**src/inc/dpms_map.svh**
```systemverilog
`ifndef DPMS_MAP_SVH
`define DPMS_MAP_SVH
// ----------------------------------------
// Register word indices on the Avalon-MM slave
// ----------------------------------------
`define DPMS_REG_AFSEL 3'h0
`define DPMS_REG_PUR 3'h1
`define DPMS_REG_DEN 3'h2
`define DPMS_REG_LOCK 3'h3
`define DPMS_REG_COMMIT 3'h4
`define DPMS_REG_STATUS 3'h5
// ----------------------------------------
// Field positions, reset values, keys
// ----------------------------------------
`define DPMS_STAT_DONE_BIT 10
`define DPMS_PIN_RST 4'hf
`define DPMS_PROT_MASK 4'hf
`define DPMS_LOCK_KEY 32'h5a5a_a5a5
`define DPMS_IR_IDCODE 4'he
`define DPMS_IR_CAPTURE 4'h1
// ----------------------------------------
// Switch codes and sequence lengths
// ----------------------------------------
`define DPMS_CODE_J2S 16'he79e
`define DPMS_CODE_S2J 16'he73c
`define DPMS_CODE_BITS 7'h10
`define DPMS_LEAD_CLKS 7'h32
`define DPMS_TRAIL_J2S 7'h32
`define DPMS_TRAIL_S2J 7'h5
`define DPMS_SWITCH_TOTAL 4'ha
// Preamble states, first at the low nibble (TAP state encodings)
`define DPMS_PREAMBLE 64'h0d31_100d_3110_0d31
// ----------------------------------------
// Timing
// ----------------------------------------
`define DPMS_CLK_MHZ 200
`define DPMS_TCK_HALF_NS 40
`define DPMS_TCK_HALF_CYC ((`DPMS_TCK_HALF_NS * `DPMS_CLK_MHZ) / 1000)
`define DPMS_RECOVER_WAIT_MS 400
`define DPMS_RECOVER_WAIT_CYC (`DPMS_RECOVER_WAIT_MS * 1000 * `DPMS_CLK_MHZ)
`define DPMS_ERASE_CYC 16'h3e8
`endif

```
**src/inc/dpms_pkg.sv**
```systemverilog
package dpms_pkg;
  // TAP states, Gray coded along the usual path
  typedef enum logic [3:0] {
    TAP_TLR = 4'h0, TAP_RTI = 4'h1, TAP_SEL_DR = 4'h3, TAP_CAP_DR = 4'h2,
    TAP_SH_DR = 4'h6, TAP_EX1_DR = 4'h7, TAP_PA_DR = 4'h5, TAP_EX2_DR = 4'h4,
    TAP_UP_DR = 4'hc, TAP_SEL_IR = 4'hd, TAP_CAP_IR = 4'hf, TAP_SH_IR = 4'he,
    TAP_EX1_IR = 4'ha, TAP_PA_IR = 4'hb, TAP_EX2_IR = 4'h9, TAP_UP_IR = 4'h8
  } dpms_tap_e;
  typedef enum logic {MODE_JTAG = 1'b0, MODE_SWD = 1'b1} dpms_mode_e;
  typedef enum logic [2:0] {
    PRB_IDLE = 3'h0, PRB_LEAD = 3'h1, PRB_CODE = 3'h3, PRB_TRAIL = 3'h2, PRB_WAIT = 3'h6
  } dpms_probe_e;
  typedef enum logic [1:0] {OP_J2S = 2'h0, OP_S2J = 2'h1, OP_RECOVER = 2'h2} dpms_op_e;
  typedef struct packed {
    logic tck_prev;
    dpms_tap_e tap;
    logic [3:0] ir;
    logic [3:0] ir_sh;
    logic byp;
    logic [15:0] hist;
    dpms_mode_e mode;
    logic [3:0] pre_idx;
    logic expect_s2j;
    logic [3:0] rec_cnt;
    logic [15:0] erase_cnt;
    logic erase_on;
    logic nv_restore;
    logic erase_done;
    logic tdo;
    logic tdo_oe;
    logic [3:0] afsel;
    logic [3:0] pur;
    logic [3:0] den;
    logic [3:0] commit;
    logic unlocked;
    logic wreq;
    logic [31:0] rdata;
  } dpms_dev_s;
  typedef struct packed {
    dpms_probe_e st;
    dpms_op_e op;
    logic [3:0] div;
    logic tck;
    logic tms;
    logic [6:0] cnt;
    logic [15:0] word;
    logic [6:0] trail;
    logic rst_pin_b;
    logic [3:0] sent;
    logic [31:0] wait_cnt;
    logic ready;
    logic done;
    logic pwr_cycle;
  } dpms_probe_s;
endpackage

```
**src/inc/dpms_link_if.sv**
```systemverilog
`timescale 1ns/1ps
// ----------------------------------------
// Debug link between probe and device
// ----------------------------------------
interface dpms_link_if;
  logic tck;
  logic tms;
  logic tdi;
  logic rst_pin_b;
  logic tdo;
  logic tdo_oe;
  logic tdo_line;
  // Pull-up holds the line high while undriven
  assign tdo_line = tdo_oe ? tdo : 1'b1;
  modport dev(input tck, input tms, input tdi, input rst_pin_b, output tdo, output tdo_oe);
  modport probe(output tck, output tms, output tdi, output rst_pin_b, input tdo_line);
endinterface

```
**src/hw/dpms_sync.sv**
```systemverilog
`timescale 1ns/1ps
// Two-flop synchroniser for pin inputs
module dpms_sync #(
  parameter int W = 1
) (
  input logic core_clk,
  input logic rst_b,
  input logic [W-1:0] d,
  output logic [W-1:0] q
);
  typedef struct packed {
    logic [W-1:0] s1;
    logic [W-1:0] s2;
  } dpms_sync_s;
  dpms_sync_s st;
  dpms_sync_s next_st;

  // Shift stage one into stage two
  always_comb begin
    next_st.s1 = d;
    next_st.s2 = st.s1;
  end

  // Pins idle high through their pull-ups
  always_ff @(posedge core_clk) begin
    if (!rst_b) begin
      st <= '1;
    end else begin
      st <= next_st;
    end
  end

  assign q = st.s2;
endmodule

```
**src/hw/dpms_dev.sv**
```systemverilog
// Local design decisions: the Avalon-MM slave port and the register offsets.
`timescale 1ns/1ps
`include "dpms_map.svh"
// Overview of operation
// - Reset sets debug pin enables, pull-ups, alt-function
// - Cleared alt-function bits hand pins to GPIO
// - Protected bits change only when unlocked and committed
// - Ten alternating switches under reset erase flash
// - Probe recovers: reset, five pairs, wait, power-cycle
// - Erase finishes before nonvolatile defaults restore
// - Recovery switches may omit trailing ones
// - Preamble walks the TAP through fixed states
// - Preamble enables serial-wire, disables boundary-scan
// - Code e79e, LSB first, enters serial-wire
// - Probe frames e79e with 50 ones each side
// - Code e73c, LSB first, returns to boundary-scan
// - Probe frames e73c with 50 before, 5 after
// - Boundary-scan works only while alt-function set
// - Instruction and data chains only serially reachable
// - Five high mode-select samples reach Test-Logic-Reset
// - Test-Logic-Reset loads identification instruction
module dpms_dev #(
  parameter logic [3:0] PROT_MASK = `DPMS_PROT_MASK,
  parameter logic [15:0] ERASE_CYC = `DPMS_ERASE_CYC
) (
  input logic core_clk,
  input logic rst_b,
  dpms_link_if.dev lnk,
  input logic [2:0] avs_address,
  input logic avs_read,
  input logic avs_write,
  input logic [31:0] avs_writedata,
  output logic [31:0] avs_readdata,
  output logic avs_waitrequest,
  output logic swd_mode,
  output logic flash_erase,
  output logic nv_restore,
  output logic [3:0] pin_alt_function_select,
  output logic [3:0] pin_pull_up_select,
  output logic [3:0] pin_digital_enable
);
  localparam logic [63:0] PREAMBLE = `DPMS_PREAMBLE;
  // Edge detector starts high like the synchroniser, so no false rise after reset
  localparam dpms_pkg::dpms_dev_s DEV_RST = '{
    tap: dpms_pkg::TAP_TLR, mode: dpms_pkg::MODE_JTAG, ir: `DPMS_IR_IDCODE, hist: 16'hffff,
    afsel: `DPMS_PIN_RST, pur: `DPMS_PIN_RST, den: `DPMS_PIN_RST, wreq: 1'b1, tck_prev: 1'b1, default: '0};

  dpms_pkg::dpms_dev_s st;
  dpms_pkg::dpms_dev_s next_st;
  logic [3:0] pins_s;
  logic [3:0] pin_on;
  logic tck_s;
  logic tms_s;
  logic tdi_s;
  logic ext_rst;
  logic rise;
  logic fall;
  logic req;
  logic sw_j2s;
  logic sw_s2j;
  logic [15:0] hist_n;
  logic [3:0] wmask;
  dpms_pkg::dpms_tap_e tap_n;
  dpms_pkg::dpms_tap_e pre_want;

  // ----------------------------------------
  // TAP next-state function
  // ----------------------------------------
  function automatic dpms_pkg::dpms_tap_e tap_step(input dpms_pkg::dpms_tap_e s, input logic m);
    case (s)
      dpms_pkg::TAP_TLR: return m ? dpms_pkg::TAP_TLR : dpms_pkg::TAP_RTI;
      dpms_pkg::TAP_RTI: return m ? dpms_pkg::TAP_SEL_DR : dpms_pkg::TAP_RTI;
      dpms_pkg::TAP_SEL_DR: return m ? dpms_pkg::TAP_SEL_IR : dpms_pkg::TAP_CAP_DR;
      dpms_pkg::TAP_CAP_DR: return m ? dpms_pkg::TAP_EX1_DR : dpms_pkg::TAP_SH_DR;
      dpms_pkg::TAP_SH_DR: return m ? dpms_pkg::TAP_EX1_DR : dpms_pkg::TAP_SH_DR;
      dpms_pkg::TAP_EX1_DR: return m ? dpms_pkg::TAP_UP_DR : dpms_pkg::TAP_PA_DR;
      dpms_pkg::TAP_PA_DR: return m ? dpms_pkg::TAP_EX2_DR : dpms_pkg::TAP_PA_DR;
      dpms_pkg::TAP_EX2_DR: return m ? dpms_pkg::TAP_UP_DR : dpms_pkg::TAP_SH_DR;
      dpms_pkg::TAP_UP_DR: return m ? dpms_pkg::TAP_SEL_DR : dpms_pkg::TAP_RTI;
      dpms_pkg::TAP_SEL_IR: return m ? dpms_pkg::TAP_TLR : dpms_pkg::TAP_CAP_IR;
      dpms_pkg::TAP_CAP_IR: return m ? dpms_pkg::TAP_EX1_IR : dpms_pkg::TAP_SH_IR;
      dpms_pkg::TAP_SH_IR: return m ? dpms_pkg::TAP_EX1_IR : dpms_pkg::TAP_SH_IR;
      dpms_pkg::TAP_EX1_IR: return m ? dpms_pkg::TAP_UP_IR : dpms_pkg::TAP_PA_IR;
      dpms_pkg::TAP_PA_IR: return m ? dpms_pkg::TAP_EX2_IR : dpms_pkg::TAP_PA_IR;
      dpms_pkg::TAP_EX2_IR: return m ? dpms_pkg::TAP_UP_IR : dpms_pkg::TAP_SH_IR;
      dpms_pkg::TAP_UP_IR: return m ? dpms_pkg::TAP_SEL_DR : dpms_pkg::TAP_RTI;
      default: return dpms_pkg::TAP_TLR;
    endcase
  endfunction

  // ----------------------------------------
  // Pin synchronisers
  // ----------------------------------------
  dpms_sync #(.W(4)) u_sync (
    .core_clk(core_clk),
    .rst_b(rst_b),
    .d({lnk.rst_pin_b, lnk.tdi, lnk.tms, lnk.tck}),
    .q(pins_s)
  );

  // Clock, mode-select and data-in owned by the debug port only with alt-function and digital enable; reset pin always
  always_comb begin
    pin_on = st.afsel & st.den;
    tck_s = pins_s[0] & pin_on[0];
    tms_s = pins_s[1] | ~pin_on[1];
    tdi_s = pins_s[2] | ~pin_on[2];
    ext_rst = ~pins_s[3];
  end

  // ----------------------------------------
  // Next-state logic
  // ----------------------------------------
  always_comb begin
    next_st = st;
    next_st.tck_prev = tck_s;
    next_st.nv_restore = 1'b0;
    rise = tck_s & ~st.tck_prev;
    fall = ~tck_s & st.tck_prev;
    req = avs_read | avs_write;
    wmask = ~PROT_MASK | (st.unlocked ? st.commit : 4'h0);
    hist_n = {tms_s, st.hist[15:1]};
    sw_j2s = rise && hist_n == `DPMS_CODE_J2S && st.mode == dpms_pkg::MODE_JTAG;
    sw_s2j = rise && hist_n == `DPMS_CODE_S2J && st.mode == dpms_pkg::MODE_SWD;
    tap_n = tap_step(st.tap, tms_s);
    pre_want = dpms_pkg::dpms_tap_e'(PREAMBLE[{st.pre_idx, 2'b00} +: 4]);

    // TAP and chains step only in boundary-scan mode
    if (rise) begin
      next_st.hist = hist_n;
    end
    if (rise && st.mode == dpms_pkg::MODE_JTAG) begin
      next_st.tap = tap_n;
      // Chains reached by shifting alone, never by the bus
      case (st.tap)
        dpms_pkg::TAP_CAP_IR: next_st.ir_sh = `DPMS_IR_CAPTURE;
        dpms_pkg::TAP_SH_IR: next_st.ir_sh = {tdi_s, st.ir_sh[3:1]};
        dpms_pkg::TAP_UP_IR: next_st.ir = st.ir_sh;
        dpms_pkg::TAP_CAP_DR: next_st.byp = 1'b0;
        dpms_pkg::TAP_SH_DR: next_st.byp = tdi_s;
        default: next_st.byp = st.byp;
      endcase
      if (tap_n == dpms_pkg::TAP_TLR) begin
        next_st.ir = `DPMS_IR_IDCODE;
      end
      // Preamble tracker, must begin from Test-Logic-Reset
      if (tap_n == pre_want && (st.pre_idx != 4'h0 || st.tap == dpms_pkg::TAP_TLR)) begin
        next_st.pre_idx = st.pre_idx + 4'h1;
        if (st.pre_idx == 4'hf) begin
          next_st.mode = dpms_pkg::MODE_SWD;
        end
      end else begin
        next_st.pre_idx = 4'h0;
      end
    end

    // Switch codes move the mode
    if (sw_j2s) begin
      next_st.mode = dpms_pkg::MODE_SWD;
      next_st.hist = 16'hffff;
      next_st.pre_idx = 4'h0;
    end
    if (sw_s2j) begin
      next_st.mode = dpms_pkg::MODE_JTAG;
      next_st.hist = 16'hffff;
      next_st.tap = dpms_pkg::TAP_TLR;
      next_st.ir = `DPMS_IR_IDCODE;
    end

    // Test data out changes on the falling edge, driven only while shifting
    if (fall) begin
      next_st.tdo = (st.tap == dpms_pkg::TAP_SH_IR) ? st.ir_sh[0] : st.byp;
      next_st.tdo_oe = st.tap == dpms_pkg::TAP_SH_IR || st.tap == dpms_pkg::TAP_SH_DR;
    end
    if (!pin_on[3] || st.mode == dpms_pkg::MODE_SWD) begin
      next_st.tdo_oe = 1'b0;
    end

    // ----------------------------------------
    // Avalon-MM slave, one wait cycle per access
    // ----------------------------------------
    next_st.wreq = ~(req & st.wreq);
    if (req && st.wreq) begin
      if (avs_address == `DPMS_REG_AFSEL) begin
        next_st.rdata = {28'h0, st.afsel};
      end else if (avs_address == `DPMS_REG_PUR) begin
        next_st.rdata = {28'h0, st.pur};
      end else if (avs_address == `DPMS_REG_DEN) begin
        next_st.rdata = {28'h0, st.den};
      end else if (avs_address == `DPMS_REG_LOCK) begin
        next_st.rdata = {31'h0, ~st.unlocked};
      end else if (avs_address == `DPMS_REG_COMMIT) begin
        next_st.rdata = {28'h0, st.commit};
      end else if (avs_address == `DPMS_REG_STATUS) begin
        next_st.rdata = {21'h0, st.erase_done, st.erase_on, st.rec_cnt, st.tap, st.mode};
      end else begin
        next_st.rdata = 32'h0;
      end
    end
    if (avs_write && !st.wreq) begin
      if (avs_address == `DPMS_REG_AFSEL) begin
        next_st.afsel = (st.afsel & ~wmask) | (avs_writedata[3:0] & wmask);
      end else if (avs_address == `DPMS_REG_PUR) begin
        next_st.pur = (st.pur & ~wmask) | (avs_writedata[3:0] & wmask);
      end else if (avs_address == `DPMS_REG_DEN) begin
        next_st.den = (st.den & ~wmask) | (avs_writedata[3:0] & wmask);
      end else if (avs_address == `DPMS_REG_LOCK) begin
        next_st.unlocked = avs_writedata == `DPMS_LOCK_KEY;
      end else if (avs_address == `DPMS_REG_COMMIT) begin
        next_st.commit = st.unlocked ? avs_writedata[3:0] : st.commit;
      end else if (avs_address == `DPMS_REG_STATUS) begin
        next_st.erase_done = st.erase_done & ~avs_writedata[`DPMS_STAT_DONE_BIT];
      end
    end

    // External reset returns the pins to debug use
    if (ext_rst) begin
      next_st.afsel = `DPMS_PIN_RST;
      next_st.pur = `DPMS_PIN_RST;
      next_st.den = `DPMS_PIN_RST;
      next_st.commit = 4'h0;
      next_st.unlocked = 1'b0;
    end

    // ----------------------------------------
    // Recovery: count alternating switches under reset
    // ----------------------------------------
    if (st.erase_on) begin
      if (st.erase_cnt == 16'h1) begin
        next_st.erase_on = 1'b0;
        next_st.nv_restore = 1'b1;
        next_st.erase_done = 1'b1;
      end else begin
        next_st.erase_cnt = st.erase_cnt - 16'h1;
      end
    end else if (!ext_rst) begin
      next_st.rec_cnt = 4'h0;
      next_st.expect_s2j = 1'b0;
    end else if ((sw_j2s && !st.expect_s2j) || (sw_s2j && st.expect_s2j)) begin
      next_st.expect_s2j = ~st.expect_s2j;
      if (st.rec_cnt == `DPMS_SWITCH_TOTAL - 4'h1) begin
        next_st.rec_cnt = 4'h0;
        next_st.erase_on = 1'b1;
        next_st.erase_cnt = ERASE_CYC;
      end else begin
        next_st.rec_cnt = st.rec_cnt + 4'h1;
      end
    end
  end

  // State register, boundary-scan mode at power-up
  always_ff @(posedge core_clk) begin
    if (!rst_b) begin
      st <= DEV_RST;
    end else begin
      st <= next_st;
    end
  end

  // Outputs straight from the state register
  assign avs_readdata = st.rdata;
  assign avs_waitrequest = st.wreq;
  assign swd_mode = st.mode;
  assign flash_erase = st.erase_on;
  assign nv_restore = st.nv_restore;
  assign pin_alt_function_select = st.afsel;
  assign pin_pull_up_select = st.pur;
  assign pin_digital_enable = st.den;
  assign lnk.tdo = st.tdo;
  assign lnk.tdo_oe = st.tdo_oe;
endmodule

```
**src/flat_wrapper.sv**
```systemverilog
// flat-port wrapper written by rule: the top's interface ports become plain ports
module dpms_dev_flat 
#(
  parameter logic [3:0] PROT_MASK = `DPMS_PROT_MASK,
  parameter logic [15:0] ERASE_CYC = `DPMS_ERASE_CYC
)
  (core_clk, rst_b, avs_address, avs_read, avs_write, avs_writedata, avs_readdata, avs_waitrequest, swd_mode, flash_erase, nv_restore, pin_alt_function_select, pin_pull_up_select, pin_digital_enable, lnk_tck, lnk_tms, lnk_tdi, lnk_rst_pin_b, lnk_tdo, lnk_tdo_oe);
  dpms_link_if lnk_i ();
  input logic core_clk;
  input logic rst_b;
  input logic [2:0] avs_address;
  input logic avs_read;
  input logic avs_write;
  input logic [31:0] avs_writedata;
  output logic [31:0] avs_readdata;
  output logic avs_waitrequest;
  output logic swd_mode;
  output logic flash_erase;
  output logic nv_restore;
  output logic [3:0] pin_alt_function_select;
  output logic [3:0] pin_pull_up_select;
  output logic [3:0] pin_digital_enable;
  input wire logic [$bits(lnk_i.tck)-1:0] lnk_tck;
  input wire logic [$bits(lnk_i.tms)-1:0] lnk_tms;
  input wire logic [$bits(lnk_i.tdi)-1:0] lnk_tdi;
  input wire logic [$bits(lnk_i.rst_pin_b)-1:0] lnk_rst_pin_b;
  output wire logic [$bits(lnk_i.tdo)-1:0] lnk_tdo;
  output wire logic [$bits(lnk_i.tdo_oe)-1:0] lnk_tdo_oe;
  assign lnk_i.tck = lnk_tck;
  assign lnk_i.tms = lnk_tms;
  assign lnk_i.tdi = lnk_tdi;
  assign lnk_i.rst_pin_b = lnk_rst_pin_b;
  assign lnk_tdo = lnk_i.tdo;
  assign lnk_tdo_oe = lnk_i.tdo_oe;
  dpms_dev #(.PROT_MASK(PROT_MASK), .ERASE_CYC(ERASE_CYC)) u_core (.core_clk(core_clk), .rst_b(rst_b), .lnk(lnk_i), .avs_address(avs_address), .avs_read(avs_read), .avs_write(avs_write), .avs_writedata(avs_writedata), .avs_readdata(avs_readdata), .avs_waitrequest(avs_waitrequest), .swd_mode(swd_mode), .flash_erase(flash_erase), .nv_restore(nv_restore), .pin_alt_function_select(pin_alt_function_select), .pin_pull_up_select(pin_pull_up_select), .pin_digital_enable(pin_digital_enable));
endmodule
```
**config.mk**
```make
export PLATFORM = sky130hd
export DESIGN_NAME = dpms_dev_flat
export DESIGN_NICKNAME = d
export VERILOG_FILES = /design/src/inc/dpms_pkg.sv /design/src/inc/dpms_link_if.sv /design/src/hw/dpms_sync.sv /design/src/hw/dpms_dev.sv /design/src/flat_wrapper.sv
export VERILOG_INCLUDE_DIRS = /design/src /design/src/inc
export SDC_FILE = /design/constraint.sdc
export NUM_CORES = 1
export LEC_CHECK = 0
export ABC_AREA = 1
export BUFFER_PORTS_ARGS = -buffer_cell sky130_fd_sc_hd__buf_2
export CAP_MARGIN = 20
export CORE_MARGIN = 2
export CORE_UTILIZATION = 35
export CTS_BUF_LIST = sky130_fd_sc_hd__clkbuf_8
export DETAILED_ROUTE_END_ITERATION = 6
export PLACE_DENSITY = 0.6
export SKIP_LAST_GASP = 1
export SLEW_MARGIN = 10
export SYNTH_ARGS = -nofsm -noshare
export SYNTH_HDL_FRONTEND = slang
export SYNTH_HIERARCHICAL = 1
export SYNTH_SLANG_ARGS = --single-unit
```
**constraint.sdc**
```tcl
create_clock -name core_clk -period 1.65 [get_ports core_clk]
set_clock_uncertainty 0.2 [all_clocks]
set_input_delay 0.165 -clock core_clk [delete_from_list [all_inputs] [get_ports core_clk]]
set_output_delay 0.165 -clock core_clk [all_outputs]
set_load 0.03 [all_outputs]
```
==> impl_summary.txt, run 1 <==
----------------------------------------------------
[Timing]
  Count of final setup violators ... 46
  Setup slack of the critical path after layout ... -0.2482 ns
  Hold violation count in the final report ... 0
  Hold slack ... 0.01933 ns
  Min cycle time layout ... 1.898 ns
  Pins over their slew limit ... 0
  Unrepaired setup endpoints after global routing ... true
  F_max ... 0.5268 GHz
  Final critical-path share of the clock period ... 115.0%

[Final layout]
  Synth-to-Final Area Change ... 45.45%
  Commonest cells after routing, fill and taps aside ... nand2_1 (151), buf_4 (135), inv_1 (76)
  Fin nets ... 1049
  Share of layout cells above drive strength 1 ... 37.09%
  Most common cell after layout, fill and taps aside ... nand2_1
  Fill cells ... 1448
  Post-Layout Cell Count ... 1191
  Antenna cells ... 0

[Synthesis]
  Largest family of logic cells by synthesized area ... simple AND/OR/NAND/NOR gates
  Area share of the leading cell type in the synthesized netlist ... 35.08%
  Proportion of synthesized area in mux cells ... 0%
  Distinct cell type count of the synthesized netlist ... 39
  Flip-flop cell with the highest count after synthesis ... dfxtp_1
  Share of the synthesized netlist area taken by xor and xnor gates ... 2.145%
  Adder-Cell Fraction of Synth Area ... 1.886%
  Cell taking the most area after synthesis ... dfxtp_1
  Share of async-settable or async-resettable flops after synthesis ... 0%
  Post-synthesis sequential area ratio ... 35.08%
  Share of the synthesized area in compound gates (AO/OA/AOI/OAI) ... 12.21%
  Count of yosys warnings during synthesis ... 6
  Cell area after technology mapping ... 5308 sq um
  Number of enable-type register cells in the synthesized netlist ... 0
  Seq cells post-synth ... 93
  Leading post-synthesis cells by cell area ... dfxtp_1 (35%), nand2_1 (12%), nand3_1 (7.0%), buf_4 (6.6%), inv_1 (6.4%)
  Gate count of the mapped netlist ... 777
  Avg Inst Size Synth ... 6.831 sq um
  Simple-gate area share of the yosys netlist ... 33.66%

[Run status]
  Violations in the final reports ... negative setup slack
  Status ... finished, violations left

[Detailed routing]
  Number of remaining DRC errors ... 0
  Count of antenna-violating nets left after detailed routing ... 0
  Number of detailed-route iterations in the first pass ... 7
  Via count ... 5598
  Routed vias/inst ... 4.700
  Drt initial violations ... 219
  Final wirelength ... 14.96 mm
  Routed wire per std cell ... 12.56 um

[Pwr]
  Seq pwr share ... 51.0%
  Leakage power summed over all cells ... 3.667 nW
  Switch share ... 27.77%
  Power Density ... 585.0 nW/um^2
  P_sw ... 0.001254 W
  Relative contribution of combinational cells to total power ... 14.7%
  Clock Power Share ... 34.4%
  Max IR drop VDD ... 0.3653 mV
  Internal power summed over all cells ... 0.003262 W
  Power after layout ... 0.004516 W

[Floorplan]
  Boundary Pins ... 93
  Effective utilization at floorplan ... 35.31%
  Placeable core region ... 15030 sq um
  Area of the die ... 16170 sq um
  Die height ... 127.1 um
  Row cnt ... 45
  X dimension of the die ... 127.1 um

[CTS]
  Clock buffer depth ... 2
  Worst-skew pair later-pin latency ... 0.38 ns
  Inserted Clock Buffers ... 9
  Clock tree from TritonCTS ... yes
  Clock root cell ... clkbuf_8
  TritonCTS sink count ... 93
  Clock slew at reported path FFs ... 0.09 ns
  Clock H-tree levels ... 3

[Placed design]
  Post-Place Cells ... 1118
  Quantity of I/O buffers inserted on ports ... 71
  Last weighted congestion value of the routability-driven placer ... 0.8381
  Placed wire-length estimate ... 10.62 mm

[Hold path]
  Class of the tightest hold or removal check ... input port to flop
  Worst hold path cell count ... 6

[GRT]
  Total grt overflow ... 0
  Largest net degree at the start of global routing ... 20
  Global-route wire length before repair ... 24.27 mm
  Number of antenna violations at the first check in global routing ... 0
  Vias in the first global route ... 5376
  All-Layer GR Usage ... 18.33%

[Worst setup path]
  Type of element capturing the critical path ... flop
  Critical path class ... flop to flop
  Worst endpoint required time ... 1.72 ns
  Number of cells on the worst reg-to-reg path ... 10
  Largest driver fanout on the critical path ... 6
  Kind of cell with the highest combined delay on the critical path ... simple AND/OR/NAND/NOR gates
  Number of buffers and inverters on the critical path ... 3
  Worst Setup Start Kind ... flop
  Biggest cell delay along the critical path ... 0.33 ns
  Worst path arrival time ... 1.97 ns
  Slowest library cell on the worst path ... dfxtp_2
  Worst path cell trace ... inv_2 -> nand4_1 -> nor2_2 -> buf_4 -> nand4_4 -> nand2_4 -> nand2_8 -> buf_6 -> a21oi_2 -> o21ai_1
  Cell depth of the worst setup path ... 10

[Job]
  # Max-Cap Violations ... 0

----------------------------------------------------
==> cells by family (layout without fill, tap and decap cells) <==
logic type / count (synthesis) / after routing
other: 1 / 21
adders and majority gates: 8 / 8
xor gates and xnor gates: 13 / 13
DFF: 93 / 93
buffers and inverters: 159 / 364
and+or+nand+nor: 391 / 392
AOI/OAI and AO/OA: 112 / 112
==> metal layers <==
layer	up-vias	part of all wire, %	GRT usage (%)
li1	2922	-	-
met1	2527	47	24.06
met2	125	48	30.74
met3	24	3.4	2.178
met4	0	2.1	7.434
met5	-	0	0
==> worst reg2reg max path: cells and delay by family, from the launching register on <==
kind	cells	cell delay, ns
AND/OR/NAND/NOR	5	0.75
buffers and inverters	3	0.34
AO/OA/AOI/OAI	2	0.16
flip-flops	1	0.33
==> stage by stage <==
step | TNS, ns | worst slack (ns) | util [%] | instance area (sq um)
floorplan | -0.5409 | -0.05528 | - | 5468
detailed placement | -4.875 | -0.2036 | 43.75 | 6576
global placement | -3.912 | -0.1931 | 43.75 | 6576
global route | -12.77 | -0.3348 | 51.35 | 7720
CTS | -5.208 | -0.1884 | 49.40 | 7427
finish | -7.949 | -0.2482 | 51.35 | 7720
==> path summary, 6_finish.rpt <==
path                                 start                  to  slack (ns)
setup / recovery            u_core/st[110]       u_core/st[63]       -0.25
hold / removal           avs_writedata[19]       u_core/st[33]        0.02
setup reg to reg            u_core/st[110]       u_core/st[63]       -0.25
hold reg to reg   u_core/u_sync/next_st[3]  u_core/u_sync/q[3]        0.21
==> repair_timing <==
item / CTS / global route
gates resized for setup: 60 / 56
hold endpoints to repair: 28 / 0
setup endpoints to repair: 48 / 57
gates cloned: 1 / 1
setup buffers: 15 / 11
hold buffers: 31 / 0
pin swaps: 25 / 32
==> power by group through the flow <==
stage | clock, W | combinational, W | sequential, W
4_1_cts | 0.00162 | 0.000635 | 0.00230
2_1_floorplan | 0 | 0.000358 | 0.00235
5_1_grt | 0.00170 | 0.000727 | 0.00231
3_5_place_dp | 0 | 0.000542 | 0.00235
3_3_place_gp | 0 | 0.000540 | 0.00235
6_report | 0.00155 | 0.000662 | 0.00230
==> synth_stat cells, types with 3 or more instances <==
| cell type | count |
|---|---|
| nand2_1 | 164 |
| dfxtp_1 | 93 |
| inv_1 | 90 |
| nor2_1 | 87 |
| nand3_1 | 74 |
| buf_4 | 47 |
| a21oi_1 | 46 |
| o21ai_0 | 28 |
| nand4_1 | 21 |
| o211ai_1 | 14 |
| nor3_1 | 12 |
| clkbuf_1 | 11 |
| xor2_1 | 9 |
| ha_1 | 8 |
| nand2_2 | 8 |
| a21oi_2 | 5 |
| a22oi_1 | 5 |
| inv_2 | 5 |
| nor3_2 | 5 |
| a31oi_1 | 4 |
| buf_2 | 4 |
| nor2_2 | 4 |
| nor4_1 | 4 |
| xnor2_1 | 4 |
| nand3_2 | 3 |
| o22ai_1 | 3 |
==> final cells by class <==
| type | count | area [sq um] | area share, % |
|---|---|---|---|
| Multi-Input combinational cell | 546 | 3120 | 40.42 |
| Sequential cell | 93 | 1897 | 24.57 |
| Inverter | 95 | 365.4 | 4.733 |
| Timing Repair Buffer | 253 | 1906 | 24.68 |
| Clock buffer | 9 | 123.9 | 1.605 |
| Tap cell | 188 | 235.2 | 3.047 |
| Clock inverter | 7 | 72.57 | 0.9400 |
Power figures use the tool's default switching activity.
==> inputs of run 2 (changes only) <==
Settings changed: REMOVE_ABC_BUFFERS set to 1, SYNTH_HIERARCHICAL 1 to unset.
==> run 2 against run 1 <==
Net effect:
- worst hold slack better by 0.011 ns
- synthesized cell count is 1.9% lower
- maximum frequency is 0.25% lower
- count of clock-buffer cells in the layout is 1 higher
- design area is 0.60% lower
- sequential power hardly changed
- via count hardly changed
- critical path type unchanged
- the run still ends with negative setup slack left
==> impl_summary.txt, run 2 <==
----------------------------------------------------
[Final layout]
  Most common cell after layout, fill and taps aside ... nand2_1
  Synth-to-Final Area Change ... 45.54%
  Fin nets ... 1031
  Share of layout cells above drive strength 1 ... 37.77%
  Final non-filler cell area ... 7674 sq um
  Antenna cells ... 0
  Commonest cells after routing, fill and taps aside ... nand2_1 (143), buf_4 (130), dfxtp_1 (82)

[Floorplan]
  Row cnt ... 44
  Die height ... 126.7 um
  Boundary Pins ... 93
  Effective utilization at floorplan ... 36.00%
  Area of the die ... 16060 sq um
  Placeable core region ... 14640 sq um
  X dimension of the die ... 126.7 um

[Pwr]
  Leakage power summed over all cells ... 3.648 nW
  Power Density ... 616.4 nW/um^2
  Max IR drop VDD ... 0.4642 mV

[Synthesis]
  Share of the synthesized area in compound gates (AO/OA/AOI/OAI) ... 10.61%
  Share of the synthesized netlist area taken by xor and xnor gates ... 2.658%
  Leading post-synthesis cells by cell area ... dfxtp_1 (35%), nand2_1 (12%), nand3_1 (7.1%), buf_4 (6.5%), nor2_1 (5.7%)
  Simple-gate area share of the yosys netlist ... 35.31%
  Adder-Cell Fraction of Synth Area ... 1.898%
  Area share of the leading cell type in the synthesized netlist ... 35.31%
  Distinct cell type count of the synthesized netlist ... 45
  Cell with the most instances after synthesis ... nand2_1
  Most common library cells after synthesis ... nand2_1 (165), dfxtp_1 (93), nor2_1 (80)
  Largest family of logic cells by synthesized area ... simple AND/OR/NAND/NOR gates
  Cell taking the most area after synthesis ... dfxtp_1
  Seq cells post-synth ... 93
  Share of async-settable or async-resettable flops after synthesis ... 0%
  Proportion of synthesized area in mux cells ... 0%
  Post-synthesis sequential area ratio ... 35.31%
  Flip-flop cell with the highest count after synthesis ... dfxtp_1
  Number of enable-type register cells in the synthesized netlist ... 0
  Avg Inst Size Synth ... 6.919 sq um
  Count of yosys warnings during synthesis ... 0
  Cell area after technology mapping ... 5273 sq um
  Gate count of the mapped netlist ... 762

[GRT]
  All-Layer GR Usage ... 19.10%
  Total grt overflow ... 0
  Global-route wire length before repair ... 25.03 mm
  Vias in the first global route ... 5298
  Number of antenna violations at the first check in global routing ... 0
  Largest net degree at the start of global routing ... 31

[Timing]
  Hold slack ... 0.03040 ns
  Min cycle time layout ... 1.903 ns
  Hold violation count in the final report ... 0
  Final critical-path share of the clock period ... 115.3%
  Setup slack of the critical path after layout ... -0.2530 ns
  Count of final setup violators ... 45
  Unrepaired setup endpoints after global routing ... true
  Pins over their slew limit ... 0
  F_max ... 0.5255 GHz
  Setup TNS after final layout ... -6.626 ns

[Detailed routing]
  Final wirelength ... 15.50 mm
  Number of remaining DRC errors ... 0
  Via count ... 5601
  Number of detailed-route iterations in the first pass ... 5
  Count of antenna-violating nets left after detailed routing ... 0
  Drt initial violations ... 282
  Routed vias/inst ... 4.791
  Routed wire per std cell ... 13.26 um

[CTS]
  Clock slew at reported path FFs ... 0.10 ns
  Worst-skew pair later-pin latency ... 0.38 ns
  Clock tree from TritonCTS ... yes
  Clock root cell ... clkbuf_8
  Inserted Clock Buffers ... 9
  Clock buffer depth ... 2
  TritonCTS sink count ... 93
  Clock H-tree levels ... 3

[Placed design]
  Placed wire-length estimate ... 10.40 mm
  Quantity of I/O buffers inserted on ports ... 71
  Last weighted congestion value of the routability-driven placer ... 0.8395
  Placed cell areas ... 6524 sq um

[Hold path]
  Class of the tightest hold or removal check ... input port to flop

[Worst setup path]
  Type of element capturing the critical path ... flop
  Worst path arrival time ... 2.02 ns
  Critical path class ... flop to flop
  Largest driver fanout on the critical path ... 6
  Worst endpoint required time ... 1.77 ns
  Worst Setup Start Kind ... flop

[Run status]
  Status ... finished, violations left
  Violations in the final reports ... negative setup slack

[Job]
  # Max-Cap Violations ... 0

----------------------------------------------------
-- run 2: changes by cell type after synthesis, sizes merged, moves of 3 or more --
cell | previous run | this run
a21oi | 51 | 47
inv | 95 | 83
o211ai | 14 | 11
o21ai | 30 | 16
or2 | 0 | 9
xor2 | 9 | 13
-- run 2: kinds of logic (layout without fill, tap and decap cells) --
kind of cell    Yosys count  count (layout)
simple gates            404             405
buf+inv                 147             349
compound gates           93              93
flops                    93              93
xor+xnor                 16              16
fa+ha+maj                 8               8
other cells               1              21
-- run 2: final timing paths --
path	start	endpoint	slack (ns)	cells after the start
worst max-delay path	flop	u_core.st[71]	-0.25	10
worst min register to register	u_core.u_sync.next_st[2]	u_core.u_sync.q[2]	0.22	1
worst max register to register	flop	u_core.st[71]	-0.25	10
worst min-delay path	avs_writedata[20]	u_core.st[33]	0.03	5
-- run 2: stage by stage --
stage,instances,total power (W),setup slack [ns],util [%]
after CTS,1159,0.004700,-0.2064,50.09
after detailed placement,1105,0.002886,-0.2152,44.55
final,1169,0.004730,-0.2530,52.40
after global routing,1169,0.004942,-0.3687,52.40
after global placement,1105,0.002887,-0.2128,44.55
after floorplan,719,0.002640,-1.104,-
-- run 2: cell type report --
type / instances / area (sq um)
Clock inverter: 6 / 87.58
Fill cell: 1407 / 6970
Clock buffer: 10 / 137.6
Inverter: 84 / 326.6
Tap cell: 184 / 230.2
Sequential cell: 93 / 1888
Multi-Input combinational cell: 543 / 3118
Timing Repair Buffer: 249 / 1886
-- run 2: metal layers --
metal,GRT usage [%],part of all wire [%],up-vias
met1,25.09,46,2564
met2,31.13,48,139
met3,4.175,4.2,29
met4,6.529,1.8,0
li1,-,-,2869
met5,0,0,-
-- run 2: worst max-delay path, stage by stage (launching register included) --
cell,delay (ns)
dfxtp_4,0.37
buf_12,0.12
nand3_4,0.12
buf_6,0.15
buf_12,0.10
nand2_4,0.05
nor2_2,0.20
nand4_1,0.15
nand2_2,0.14
nand4_1,0.11
a21oi_2,0.12
-- run 2: where the power goes --
group          internal [W]  switching (W)
registers           0.00227      0.0000240
clock network      0.000892       0.000846
logic              0.000295       0.000401
-- run 2: what timing repair did --
action	CTS	global route
hold buffers	27	0
pin swaps	33	32
cloned	1	0
setup endpoints to repair	49	67
resized for setup	68	72
hold endpoints to repair	27	0
buffers inserted	11	13
==> inputs of run 3 (changes only) <==
Settings changed: CORE_UTILIZATION 35 to 50, PLACE_DENSITY 0.6 to 0.79, TNS_END_PERCENT set to 1.
==> run 3 against run 2 <==
Net effect:
- the flow still finishes with violations (negative setup slack)
- clock power is 22% lower
- core utilization increased by 13 points
- count of clock-buffer cells in the layout shrank 1
- non-clock buffer count is 41 lower
- total power decreased by 11%
- wire length is 12% lower
- largest cell class unchanged
- design area decreased by 12%
- via count fell by 1.7%
- setup slack improved by 0.018 ns
- worst hold slack worse by 0.021 ns
==> impl_summary.txt, run 3 (synthesis gave the netlist of run 2 again) <==
----------------------------------------------------
[Detailed routing]
  Count of antenna-violating nets left after detailed routing ... 0
  Routed vias/inst ... 5.102
  Via count ... 5505
  Number of detailed-route iterations in the first pass ... 5
  Final wirelength ... 13.71 mm
  Drt initial violations ... 364
  Routed wire per std cell ... 12.70 um
  Number of remaining DRC errors ... 0

[Final layout]
  Share of layout cells above drive strength 1 ... 27.36%
  Antenna cells ... 0
  Final non-filler cell area ... 6730 sq um
  Post-Layout Cell Count ... 1079
  Commonest cells after routing, fill and taps aside ... nand2_1 (165), buf_4 (116), dfxtp_1 (88)
  Fin nets ... 989
  Most common cell after layout, fill and taps aside ... nand2_1
  Final design utilization ... 65.49%
  Synth-to-Final Area Change ... 27.65%

[CTS]
  Clock root cell ... clkbuf_8
  Worst-skew pair later-pin latency ... 0.36 ns
  Clock slew at reported path FFs ... 0.09 ns
  Buffers inserted during post-CTS setup optimization ... 0
  TritonCTS sink count ... 93
  Clock H-tree levels ... 3
  Clock buffer depth ... 2
  Inserted Clock Buffers ... 9
  Clock tree from TritonCTS ... yes

[Worst setup path]
  Reg2Reg Launch Point ... u_core.hist_n[10]
  Kind of cell with the highest combined delay on the critical path ... simple AND/OR/NAND/NOR gates
  Worst endpoint required time ... 1.75 ns
  Worst path cell trace ... nand4_1 -> nor3_2 -> nand4_1 -> nand2_2 -> nand3_4 -> buf_4 -> nand3_1 -> nand2_1 -> nor2_1
  Reg-to-reg slack, setup ... -0.23 ns
  Critical path class ... flop to flop
  Worst Setup Start Kind ... flop
  Largest driver fanout on the critical path ... 5
  Biggest cell delay along the critical path ... 0.37 ns
  Launch point of the worst path ... u_core.hist_n[10]
  Type of element capturing the critical path ... flop
  Slowest library cell on the worst path ... dfxtp_1
  Worst path arrival time ... 1.99 ns
  Number of buffers and inverters on the critical path ... 1
  Cell mode on critical path ... nand4_1

[Placed design]
  Last weighted congestion value of the routability-driven placer ... 0.9445
  Placed cell areas ... 6354 sq um
  Post-placement setup slack ... -0.1899 ns
  Post-Place Cells ... 1044
  Quantity of I/O buffers inserted on ports ... 71
  Placed wire-length estimate ... 10.03 mm

[GRT]
  Number of antenna violations at the first check in global routing ... 0
  Global routing met1 resource utilization ... 31.48%
  Global-route track usage on met2 ... 42.22%
  Global-route wire length before repair ... 22.70 mm
  All-Layer GR Usage ... 24.30%
  Most used routing layer in global routing ... met2
  Largest net degree at the start of global routing ... 21
  Total grt overflow ... 0
  GRT met3 Usage ... 3.708%
  Vias in the first global route ... 5079

[Floorplan]
  Row cnt ... 37
  Boundary Pins ... 93
  X dimension of the die ... 106.7 um
  Effective utilization at floorplan ... 51.30%
  Area of the die ... 11380 sq um
  Die height ... 106.7 um
  Placeable core region ... 10280 sq um

[Hold path]
  Hold path start ... avs_writedata[27]
  Class of the tightest hold or removal check ... input port to flop

[Timing]
  Min cycle time layout ... 1.885 ns
  Setup slack of the critical path after layout ... -0.2350 ns
  Final critical-path share of the clock period ... 114.2%
  Unrepaired setup endpoints after global routing ... true
  Hold slack ... 0.008925 ns
  Count of final setup violators ... 49
  Relative slew margins ... 61.30%
  Hold violation count in the final report ... 0
  F_max ... 0.5305 GHz
  Pins over their slew limit ... 0
  Worst-margin pin slew ... 0.5761 ns

[Job]
  # Max-Cap Violations ... 0

[Pwr]
  Leakage power summed over all cells ... 3.312 nW
  Max IR drop VDD ... 0.6095 mV
  Power Density ... 627.8 nW/um^2

[Run status]
  Violations in the final reports ... negative setup slack
  Status ... finished, violations left

----------------------------------------------------
run 3: changes by cell type in the layout (fill, tap and decap cells not counted), moves of 8 or more:
cell,previous run,this run
nand2_1,143,165
nand2_2,25,9
buf_6,15,0
buf_4,130,116
nand3_1,61,75
nand3_2,15,2
a21oi_1,37,46
a21oi_2,10,1
nor2_1,69,78
dlygate4sd3_1,27,19
run 3: stage by stage:
step / setup TNS (ns) / power (W)
after floorplan: -41.86 / 0.002640
after global placement: -2.937 / 0.002871
after detailed placement: -4.574 / 0.002878
after CTS: -5.842 / 0.004222
after global routing: -12.90 / 0.004387
final: -6.089 / 0.004225
run 3: timing repair:
item	in CTS	in global routing
setup endpoints to repair	48	57
endpoints found under the hold margin	27	0
hold buffers	19	0
gates resized for setup	0	9
pin swaps	0	0
run 3: per-layer routing:
layer / vias up / share of wire [%]
li1: 2787 / -
met1: 2483 / 44
met2: 202 / 48
met3: 33 / 5.8
met4: 0 / 1.8
met5: - / 0
run 3: area by class of cell:
cell class                 count  area, sq um
clock buffer                   9        123.9
clock inverter                 7        43.79
fill                         896         3547
inverter                      84        315.3
multi-input combinational    542         2753
sequential                    93         1868
tap                          136        170.2
timing repair buffer         208         1456
run 3: worst reg2reg max path, delay by kind of cell, from the launching register on:
family / cells / cell delay (ns)
buffers and inverters: 1 / 0.18
DFF: 1 / 0.37
and+or+nand+nor: 8 / 1.09
run 3: path summary, 6_finish.rpt:
path                        end  cells after the start
max               u_core.st[55]                      9
min               u_core.st[33]                      5
min reg2reg  u_core.u_sync.q[2]                      1
max reg2reg       u_core.st[55]                      9
run 3: power by group:
part	internal (W)	switching (W)
registers	0.00228	0.0000232
clock network	0.000540	0.000806
logic	0.000230	0.000347
total	0.00305	0.00118
